$ cat config.mk
export PLATFORM = sky130hd
export DESIGN_NAME = burst_frequency_hop_control
export DESIGN_NICKNAME = d
export VERILOG_FILES = /design/src/inc/hop_ctl_pkg.sv /design/src/rtl/burst_frequency_hop_control.sv
export SDC_FILE = /design/constraint.sdc
export NUM_CORES = 2
export LEC_CHECK = 0
export BUFFER_PORTS_ARGS = -buffer_cell sky130_fd_sc_hd__buf_2
export CAP_MARGIN = 20
export CORE_AREA = 2 2 490 492
export DETAILED_ROUTE_END_ITERATION = 8
export DIE_AREA = 0 0 492 494
export MAX_ROUTING_LAYER = met4
export PLACE_DENSITY = 0.72
export SLEW_MARGIN = 20
export SYNTH_ARGS = -nofsm -noshare
export SYNTH_HDL_FRONTEND = slang
export SYNTH_SLANG_ARGS = --single-unit
$ cat constraint.sdc
create_clock -name i_clk -period 5.4 [get_ports i_clk]
set_clock_uncertainty 0.05 [all_clocks]
set_input_delay 0 -clock i_clk [delete_from_list [all_inputs] [get_ports i_clk]]
set_output_delay 0 -clock i_clk [all_outputs]
set_load 0.005 [all_outputs]
$ cat src/inc/hop_ctl_pkg.sv
package hop_ctl_pkg;
    // ************************************************************
    // Setup block map
    // ************************************************************
    localparam logic [7:0] ADDR_MODE     = 8'hF4;
    localparam logic [7:0] ADDR_IDLE0    = 8'hF5;
    localparam logic [7:0] ADDR_IDLE1    = 8'hF6;
    localparam logic [7:0] ADDR_IDLE2    = 8'hF7;
    localparam logic [7:0] ADDR_NOISE    = 8'hF8;
    localparam logic [7:0] ADDR_CRC_LO   = 8'hF9;
    localparam logic [7:0] ADDR_CRC_HI   = 8'hFA;
    localparam logic [7:0] ADDR_OFS_ONE  = 8'hF0;
    localparam logic [7:0] ADDR_OFS_TWO  = 8'hF1;
    localparam logic [7:0] ADDR_LAST     = 8'hFA;
    localparam int         MODE_MSB      = 7;
    localparam int         MODE_LSB      = 6;
    localparam int         LIMIT_MSB     = 7;
    localparam int         LIMIT_LSB     = 4;
    localparam int         THR_MSB       = 3;
    localparam int         THR_LSB       = 0;
    localparam logic [7:0] RST_MODE      = 8'hC0;
    localparam logic [7:0] RST_IDLE0     = 8'h01;
    localparam logic [7:0] RST_IDLE1     = 8'h06;
    localparam logic [7:0] RST_IDLE2     = 8'h3F;
    localparam logic [7:0] RST_NOISE     = 8'h32;
    localparam logic [7:0] RST_ZERO      = 8'h00;
    localparam logic [1:0] HOP_OFF       = 2'h0;
    localparam logic [1:0] HOP_RECAL     = 2'h1;
    localparam logic [1:0] HOP_ADJUST    = 2'h2;
    localparam logic [1:0] HOP_SWEEP     = 2'h3;
    localparam logic [5:0] THR_BASE      = 6'h05;
    localparam logic [5:0] THR_STEP      = 6'h03;
    localparam logic [8:0] DELAY_ZERO    = 9'h100;
    localparam int         NUM_KEYS      = 24;
    // ************************************************************
    // Timing
    // ************************************************************
    localparam int         CLK_HZ        = 10_000_000;
    localparam int         MS_PER_SEC    = 1000;
    localparam int         CYC_PER_MS    = CLK_HZ / MS_PER_SEC;
    localparam int         PRD_MS        = 1000;
    // ************************************************************
    // Types
    // ************************************************************
    typedef struct packed {
        logic       we;
        logic [7:0] addr;
        logic [7:0] data;
    } setup_wr_t;
    typedef struct packed {
        logic              valid;
        logic [4:0]        key;
        logic signed [11:0] delta;
        logic              above_pos;
    } delta_in_t;
    typedef enum logic [1:0] {
        CRC_RUN   = 2'b01,
        CRC_CHECK = 2'b10
    } crc_state_t;
endpackage : hop_ctl_pkg

$ cat src/rtl/burst_frequency_hop_control.sv
`timescale 1ns/1ps
// How it works
// - Mode 2 shifts every key reference at each hop by the offset of the new hop index, zero at index 0.
// - Modes 1 and 2 hold frequency and defer hops while calibrating.
// - Mode 3 sweeps idle delay between primary and secondary, one step per scan.
// - Mode 3 changes frequency without recalibration or reference offset.
// - Hop mode is two bits: off, recal, adjust, sweep; default sweep.
// - Primary idle delay sets the gap between burst pulses in mode 0 and at hop index 0.
// - Mode 0 bursts only at the primary idle delay, never hopping.
// - Modes 1 and 2 hop among three idle delays when noise persists.
// - Idle delay codes 1 to 255 are cycles; code 0 means 256.
// - Idle delays default to 1, 6 and 63 cycles.
// - Secondary unused in mode 0; tertiary and noise settings only in 1, 2.
// - A delta at or beyond the noise threshold bumps its polarity counter.
// - Noise threshold index 0 to 15 maps to 5 to 50 counts, default 2.
// - Separate positive and negative noise counters are kept.
// - A hop is considered only when both counters reach the limit.
// - Both noise counters clear at the end of every matrix scan.
// - Noise limit is four bits, default 3; values 0 to 2 reserved.
// - Device recomputes the checksum continually and flags any mismatch.
// - A key held above positive threshold for the delay is recalibrated.
// - Positive recalibration delay is fixed at 1000 ms.
// - Mode 1 recalibrates every key in the same cycle as each frequency change.
module burst_frequency_hop_control
    import hop_ctl_pkg::*;
#(
    parameter logic [15:0] CRC_POLY    = 16'h1021,
    parameter int          MS_CYCLES   = CYC_PER_MS
) (
    input  wire logic       i_clk,
    input  wire logic       i_rst_n,
    input  wire setup_wr_t  i_setup,
    input  wire logic [7:0] i_rd_addr,
    output logic [7:0]      o_rd_data,
    input  wire logic       i_scan_done,
    input  wire logic       i_calibrating,
    input  wire delta_in_t  i_delta,
    output logic [8:0]      o_idle_delay,
    output logic            o_freq_change,
    output logic            o_recal_all,
    output logic            o_ref_adjust,
    output logic [7:0]      o_ref_offset,
    output logic [NUM_KEYS-1:0] o_key_recal,
    output logic            o_crc_error
);
    // ************************************************************
    // Helpers
    // ************************************************************
    function automatic logic [8:0] delay_cycles(input logic [7:0] code);
        delay_cycles = (code == RST_ZERO) ? DELAY_ZERO : {1'b0, code};
    endfunction : delay_cycles

    function automatic logic [15:0] crc_byte(input logic [15:0] c, input logic [7:0] b);
        logic [15:0] r;
        r = c ^ {b, 8'h00};
        for (int i = 0; i < 8; i++) begin
            r = r[15] ? ((r << 1) ^ CRC_POLY) : (r << 1);
        end
        crc_byte = r;
    endfunction : crc_byte

    // ************************************************************
    // Setup block
    // ************************************************************
    logic [7:0] mem_q [0:255];
    logic [7:0] rd_d, rd_q;

    always_comb begin
        rd_d = mem_q[i_rd_addr];
    end

    always_ff @(posedge i_clk or negedge i_rst_n) begin
        if (!i_rst_n) begin
            for (int i = 0; i < 256; i++) begin
                mem_q[i] <= RST_ZERO;
            end
            mem_q[ADDR_MODE]  <= RST_MODE;
            mem_q[ADDR_IDLE0] <= RST_IDLE0;
            mem_q[ADDR_IDLE1] <= RST_IDLE1;
            mem_q[ADDR_IDLE2] <= RST_IDLE2;
            mem_q[ADDR_NOISE] <= RST_NOISE;
            rd_q <= RST_ZERO;
        end else begin
            if (i_setup.we) begin
                mem_q[i_setup.addr] <= i_setup.data;
            end
            rd_q <= rd_d;
        end
    end

    logic [1:0] mode;
    logic [7:0] idle0, idle1, idle2;
    logic [5:0] noise_thr;
    logic [3:0] noise_lim;
    assign mode      = mem_q[ADDR_MODE][MODE_MSB:MODE_LSB];
    assign idle0     = mem_q[ADDR_IDLE0];
    assign idle1     = mem_q[ADDR_IDLE1];
    assign idle2     = mem_q[ADDR_IDLE2];
    assign noise_thr = THR_BASE + THR_STEP * mem_q[ADDR_NOISE][THR_MSB:THR_LSB];
    assign noise_lim = mem_q[ADDR_NOISE][LIMIT_MSB:LIMIT_LSB];
    assign o_rd_data = rd_q;

    // ************************************************************
    // Checksum engine
    // ************************************************************
    crc_state_t  crc_st_q, crc_st_d;
    logic [7:0]  crc_addr_q, crc_addr_d;
    logic [15:0] crc_q, crc_d;
    logic        crc_err_q, crc_err_d;

    always_comb begin
        crc_st_d   = crc_st_q;
        crc_addr_d = crc_addr_q;
        crc_d      = crc_q;
        crc_err_d  = crc_err_q;
        case (crc_st_q)
            CRC_RUN: begin
                crc_d      = crc_byte(crc_q, mem_q[crc_addr_q]);
                crc_addr_d = crc_addr_q + 8'h01;
                if (crc_addr_q == ADDR_CRC_LO - 8'h01) begin
                    crc_st_d = CRC_CHECK;
                end
            end
            CRC_CHECK: begin
                crc_err_d  = (crc_q != {mem_q[ADDR_CRC_HI], mem_q[ADDR_CRC_LO]});
                crc_d      = 16'h0000;
                crc_addr_d = 8'h00;
                crc_st_d   = CRC_RUN;
            end
            default: begin
                crc_st_d = CRC_RUN;
            end
        endcase
    end

    always_ff @(posedge i_clk or negedge i_rst_n) begin
        if (!i_rst_n) begin
            crc_st_q   <= CRC_RUN;
            crc_addr_q <= 8'h00;
            crc_q      <= 16'h0000;
            crc_err_q  <= 1'b0;
        end else begin
            crc_st_q   <= crc_st_d;
            crc_addr_q <= crc_addr_d;
            crc_q      <= crc_d;
            crc_err_q  <= crc_err_d;
        end
    end
    assign o_crc_error = crc_err_q;

    // ************************************************************
    // Noise integrators and hop control
    // ************************************************************
    logic [3:0]  npos_q, npos_d, nneg_q, nneg_d;
    logic [1:0]  fidx_q, fidx_d;
    logic        pend_q, pend_d;
    logic        up_q, up_d;
    logic [8:0]  idle_q, idle_d;
    logic        chg_q, chg_d, rall_q, rall_d, radj_q, radj_d;
    logic [7:0]  rofs_q, rofs_d;
    logic [11:0] mag;
    logic        noisy, hop_mode, hit;

    always_comb begin
        npos_d   = npos_q;
        nneg_d   = nneg_q;
        fidx_d   = fidx_q;
        pend_d   = pend_q;
        up_d     = up_q;
        idle_d   = idle_q;
        chg_d    = 1'b0;
        rall_d   = 1'b0;
        radj_d   = 1'b0;
        rofs_d   = rofs_q;
        hop_mode = (mode == HOP_RECAL) || (mode == HOP_ADJUST);
        mag      = i_delta.delta[11] ? 12'(-i_delta.delta) : 12'(i_delta.delta);
        noisy    = i_delta.valid && hop_mode && (mag >= 12'(noise_thr));
        if (noisy && !i_delta.delta[11] && npos_q != 4'hF) begin
            npos_d = npos_q + 4'h1;
        end
        if (noisy && i_delta.delta[11] && nneg_q != 4'hF) begin
            nneg_d = nneg_q + 4'h1;
        end
        hit = (npos_q >= noise_lim) && (nneg_q >= noise_lim);
        if (i_scan_done) begin
            npos_d = 4'h0;
            nneg_d = 4'h0;
            if (hop_mode && hit) begin
                pend_d = 1'b1;
            end
        end
        case (mode)
            HOP_OFF: begin
                idle_d = delay_cycles(idle0);
                fidx_d = 2'h0;
                pend_d = 1'b0;
            end
            HOP_SWEEP: begin
                pend_d = 1'b0;
                if (idle_q < delay_cycles(idle0) || idle_q > delay_cycles(idle1)) begin
                    idle_d = delay_cycles(idle0);
                    up_d   = 1'b1;
                end else if (i_scan_done) begin
                    chg_d = 1'b1;
                    if (up_q && idle_q < delay_cycles(idle1)) begin
                        idle_d = idle_q + 9'h001;
                    end else if (!up_q && idle_q > delay_cycles(idle0)) begin
                        idle_d = idle_q - 9'h001;
                    end else begin
                        up_d   = !up_q;
                        idle_d = up_q ? idle_q - 9'h001 : idle_q + 9'h001;
                    end
                end
            end
            default: begin
                if (pend_q && !i_calibrating) begin
                    pend_d = i_scan_done && hit;
                    chg_d  = 1'b1;
                    fidx_d = (fidx_q == 2'h2) ? 2'h0 : fidx_q + 2'h1;
                    rall_d = (mode == HOP_RECAL);
                    radj_d = (mode == HOP_ADJUST);
                    rofs_d = (fidx_q == 2'h0) ? mem_q[ADDR_OFS_ONE]
                           : (fidx_q == 2'h1) ? mem_q[ADDR_OFS_TWO] : RST_ZERO;
                end
                case (fidx_d)
                    2'h1:    idle_d = delay_cycles(idle1);
                    2'h2:    idle_d = delay_cycles(idle2);
                    default: idle_d = delay_cycles(idle0);
                endcase
            end
        endcase
    end

    always_ff @(posedge i_clk or negedge i_rst_n) begin
        if (!i_rst_n) begin
            npos_q <= 4'h0;
            nneg_q <= 4'h0;
            fidx_q <= 2'h0;
            pend_q <= 1'b0;
            up_q   <= 1'b1;
            idle_q <= {1'b0, RST_IDLE0};
            chg_q  <= 1'b0;
            rall_q <= 1'b0;
            radj_q <= 1'b0;
            rofs_q <= RST_ZERO;
        end else begin
            npos_q <= npos_d;
            nneg_q <= nneg_d;
            fidx_q <= fidx_d;
            pend_q <= pend_d;
            up_q   <= up_d;
            idle_q <= idle_d;
            chg_q  <= chg_d;
            rall_q <= rall_d;
            radj_q <= radj_d;
            rofs_q <= rofs_d;
        end
    end
    assign o_idle_delay  = idle_q;
    assign o_freq_change = chg_q;
    assign o_recal_all   = rall_q;
    assign o_ref_adjust  = radj_q;
    assign o_ref_offset  = rofs_q;

    // ************************************************************
    // Positive recalibration timers
    // ************************************************************
    logic [23:0]         ms_cnt_q, ms_cnt_d;
    logic                ms_tick;
    logic [NUM_KEYS-1:0] above_q, above_d, krec_q, krec_d;
    logic [9:0]          ktim_q [0:NUM_KEYS-1];
    logic [9:0]          ktim_d [0:NUM_KEYS-1];

    always_comb begin
        ms_tick  = (ms_cnt_q == 24'(MS_CYCLES - 1));
        ms_cnt_d = ms_tick ? 24'h000000 : ms_cnt_q + 24'h000001;
        above_d  = above_q;
        krec_d   = '0;
        for (int k = 0; k < NUM_KEYS; k++) begin
            ktim_d[k] = ktim_q[k];
            if (!above_q[k]) begin
                ktim_d[k] = 10'h000;
            end else if (ms_tick) begin
                if (ktim_q[k] == 10'(PRD_MS - 1)) begin
                    krec_d[k]  = 1'b1;
                    ktim_d[k]  = 10'h000;
                    above_d[k] = 1'b0;
                end else begin
                    ktim_d[k] = ktim_q[k] + 10'h001;
                end
            end
        end
        if (i_delta.valid && i_delta.key < 5'(NUM_KEYS)) begin
            above_d[i_delta.key] = i_delta.above_pos;
        end
    end

    always_ff @(posedge i_clk or negedge i_rst_n) begin
        if (!i_rst_n) begin
            ms_cnt_q <= 24'h000000;
            above_q  <= '0;
            krec_q   <= '0;
            for (int k = 0; k < NUM_KEYS; k++) begin
                ktim_q[k] <= 10'h000;
            end
        end else begin
            ms_cnt_q <= ms_cnt_d;
            above_q  <= above_d;
            krec_q   <= krec_d;
            for (int k = 0; k < NUM_KEYS; k++) begin
                ktim_q[k] <= ktim_d[k];
            end
        end
    end
    assign o_key_recal = krec_q;
endmodule : burst_frequency_hop_control

==> flow_metrics.tcl <==
set metrics [dict create \
    netSwitchingFraction_pct 25.0 \
    final_common_cell "dfrtp_1" \
    crit_type "register to register" \
    cp.arrival_ps 5660 \
    drive_above_1_share_pct 42.0 \
    avgSynthCellArea_um2 14.2 \
    rsz0062_at_grt "no" \
    grtUsageTotal_pct 35.4 \
    clock-root-buffer "clkbuf_16" \
    htree_num_levels 5 \
    cts_tree "built" \
    min_path_type "primary input to register" \
    io_buffers 100 \
    drv_slew 0 \
    max_freq_ghz 0.205 \
    maxCapViolCount 0 \
    die-area_um2 243000 \
    clk_latency_ps 990 \
    start_kind "register" \
    p_int_mw 32.2 \
    setup_viol 0 \
    ant_nets 0 \
    cp_top_family "buffers and inverters" \
    syn_area_um2 130000 \
    grt_pass1_wl_um 617000 \
    cts_buffers 282 \
    fin_util_pct 60.4 \
    via_count 87909 \
    initial_core_util_pct 54.7 \
    cpMostUsedCell "buf_4" \
    cp_slowest_cell "dfrtp_4" \
    gr-total-overflow 0 \
    powerDensity_nw_per_um2 300 \
    worst_pin_slew_ps 1270 \
    dieHeight_um 494 \
    p_comb_share_pct 9.8 \
    final_cell_mix "2405 x dfrtp_1, 2040 x mux2_2, 1099 x mux4_2" \
    antenna_found_initial 33 \
    fin_hold_ws_ps -35.2 \
    grt_max_degree 176 \
    ir_drop_v 0.000293 \
    ios 101 \
    routedLengthMet1_um 157000 \
    violations "hold timing" \
    cp.required_ps 6180 \
    wl_per_cell_um 33.3 \
    status "finished with violations" \
    gp_congestion 1.02 \
    slew_headroom_pct 14.8 \
    die_w_um 492 \
    fillers 17706 \
    final_cells 12517 \
    postCtsSetupRepairBufs 0 \
    switchingPower_mw 10.7 \
    ys_seq_elements 2427 \
    dr.first_iter.drc_count 10265 \
    cp.buffers_inverters 5 \
    power_mw 43.0 \
    dpl.hpwl_um 278000 \
    yosysTopAreaCell "dfrtp_1" \
    via_per_inst 7.02 \
    synth_edf_count 0 \
    dr.pass1.iters 8 \
    cts_buffer_depth 4 \
    first_global_vias 88249 \
    wl_met2_um 186000 \
    dr.max_layer_used "met4" \
    ys_seq_area_share_pct 46.7 \
    path_max_fanout 30 \
    synth_nets 9285 \
    finalHoldViolations 16 \
    synth_cell_type_count 77 \
    placedCellCount 11975 \
    rows 179 \
    synth.top_cell.area_share_pct 46.4 \
    area_growth_pct 10.3 \
    ys.flop_type "dfrtp_1" \
    core-area_um2 237000 \
    startpoint "crc_addr_q[0]" \
    r2r_start "crc_addr_q[0]" \
    cts_resized 0 \
    synth_warnings 0 \
    wl_met3_um 45800 \
    hp-start "i_setup[5]" \
    clkPwrFrac_pct 44.0 \
    cp-end-kind "register" \
    worstPathCellList "buf_12 -> buf_4 -> buf_4 -> mux4_2 -> o22ai_1 -> o21ai_0 -> buf_4 -> o21ai_0 -> nor4_1 -> buf_4 -> o2111ai_1 -> xnor2_1 -> xnor2_2 -> xnor2_1 -> a22o_1" \
    seq_power_share_pct 46.2 \
    drcViolationCount 0 \
    period_share_pct 90.4 \
    async_flop_share_pct 100 \
    clkTransAtPathRegs_ps 60 \
    slowest_delay_ps 650 \
    cts.sinks 2427 \
    fin_crit_ps 4880 \
    drt-total-wl_um 416000 \
    syn-instance-count 9157 \
    setup_tns_ps 0 \
    synth.area.top_cells "dfrtp_1 46%, mux4_2 19%, mux2_2 18%, mux2i_1 2.1%, clkbuf_1 1.4%" \
    multi_input_area_um2 65800 \
    regArea_um2 60800 \
    leakagePower_nw 63.3 \
    nNetsFinal 9266 \
]
cell families after synthesis:
logic type | share of synthesized area (%)
multiplexers | 38.9
AO/OA/AOI/OAI | 3.69
AND/OR/NAND/NOR | 5.60
flip-flops | 46.7
adder cells (fa/ha/maj) | 0.776
buffers and inverters | 2.66
XOR/XNOR | 1.58
state kept, by name, indices dropped and copies added (netlist names), 2 cells and up:
signal / flops
mem_q: 2024
ktim_q: 240
above_q: 24
ms_cnt_q: 24
o_key_recal: 24
crc_q: 16
o_idle_delay: 9
crc_addr_q: 8
idle0: 8
idle1: 8
idle2: 8
o_rd_data: 8
o_ref_offset: 8
nneg_q: 4
npos_q: 4
crc_st_q: 2
fidx_q: 2
metal layers:
metal / up-vias / track usage (%)
met5: - / -
met4: 0 / 19.3
met3: 1237 / 9.99
met2: 4863 / 50.6
met1: 46760 / 45.9
li1: 35049 / -
final timing paths:
| check | end | slack [ps] | cells past startpoint |
|---|---|---|---|
| worst min-delay path | mem_q[1901] | -40 | 2 |
| max in group asynchronous | mem_q[280] | 3710 | 5 |
| worst min register to register | ms_cnt_q[0] | 410 | 1 |
| min in group asynchronous | ktim_q[183] | 400 | 4 |
| worst max register to register | crc_q[6] | 520 | 15 |
| worst max-delay path | crc_q[6] | 520 | 15 |
what timing repair did:
item                       4_1_cts  5_1_grt
hold endpoints to repair      2597        0
setup endpoints to repair        0        0
hold buffers                    46        0
power by group through the flow:
stage | Combinational, mW | Clock, mW | Sequential [mW]
6_report | 4.21 | 18.9 | 19.8
5_1_grt | 4.46 | 19.8 | 19.9
4_1_cts | 4.17 | 19.1 | 19.8
3_5_place_dp | 4.12 | 0 | 20.1
3_3_place_gp | 4.02 | 0 | 20.1
2_1_floorplan | 2.69 | 0 | 19.8
area by class of cell:
cell class / count / area share [%]
Antenna cell: 29 / 0.0506
Clock buffer: 407 / 5.73
Clock inverter: 60 / 0.527
Inverter: 64 / 0.171
Multi-Input combinational cell: 5989 / 45.9
Sequential cell: 2427 / 42.4
Tap cell: 3167 / 2.76
Timing Repair Buffer: 374 / 2.48
through the flow:
stage	setup WS [ps]	cell area, um^2
6_report	519	143000
5_1_grt	525	143000
4_1_cts	654	143000
3_5_place_dp	649	134000
3_3_place_gp	614	134000
2_1_floorplan	1910	130000
synthesized netlist by cell type (all sizes together), types with 64 or more instances:
| library cell | count |
|---|---|
| a21oi | 168 |
| and2 | 73 |
| and3 | 68 |
| buf | 205 |
| clkbuf | 472 |
| dfrtp | 2410 |
| ha | 79 |
| mux2 | 2040 |
| mux2i | 275 |
| mux4 | 1104 |
| nand2 | 450 |
| nand3 | 137 |
| nand4 | 64 |
| nor2 | 421 |
| nor3 | 88 |
| o21ai | 151 |
| o221ai | 89 |
| xnor2 | 151 |
| xor2 | 74 |
Note: power is estimated with default switching activity, not from simulation.
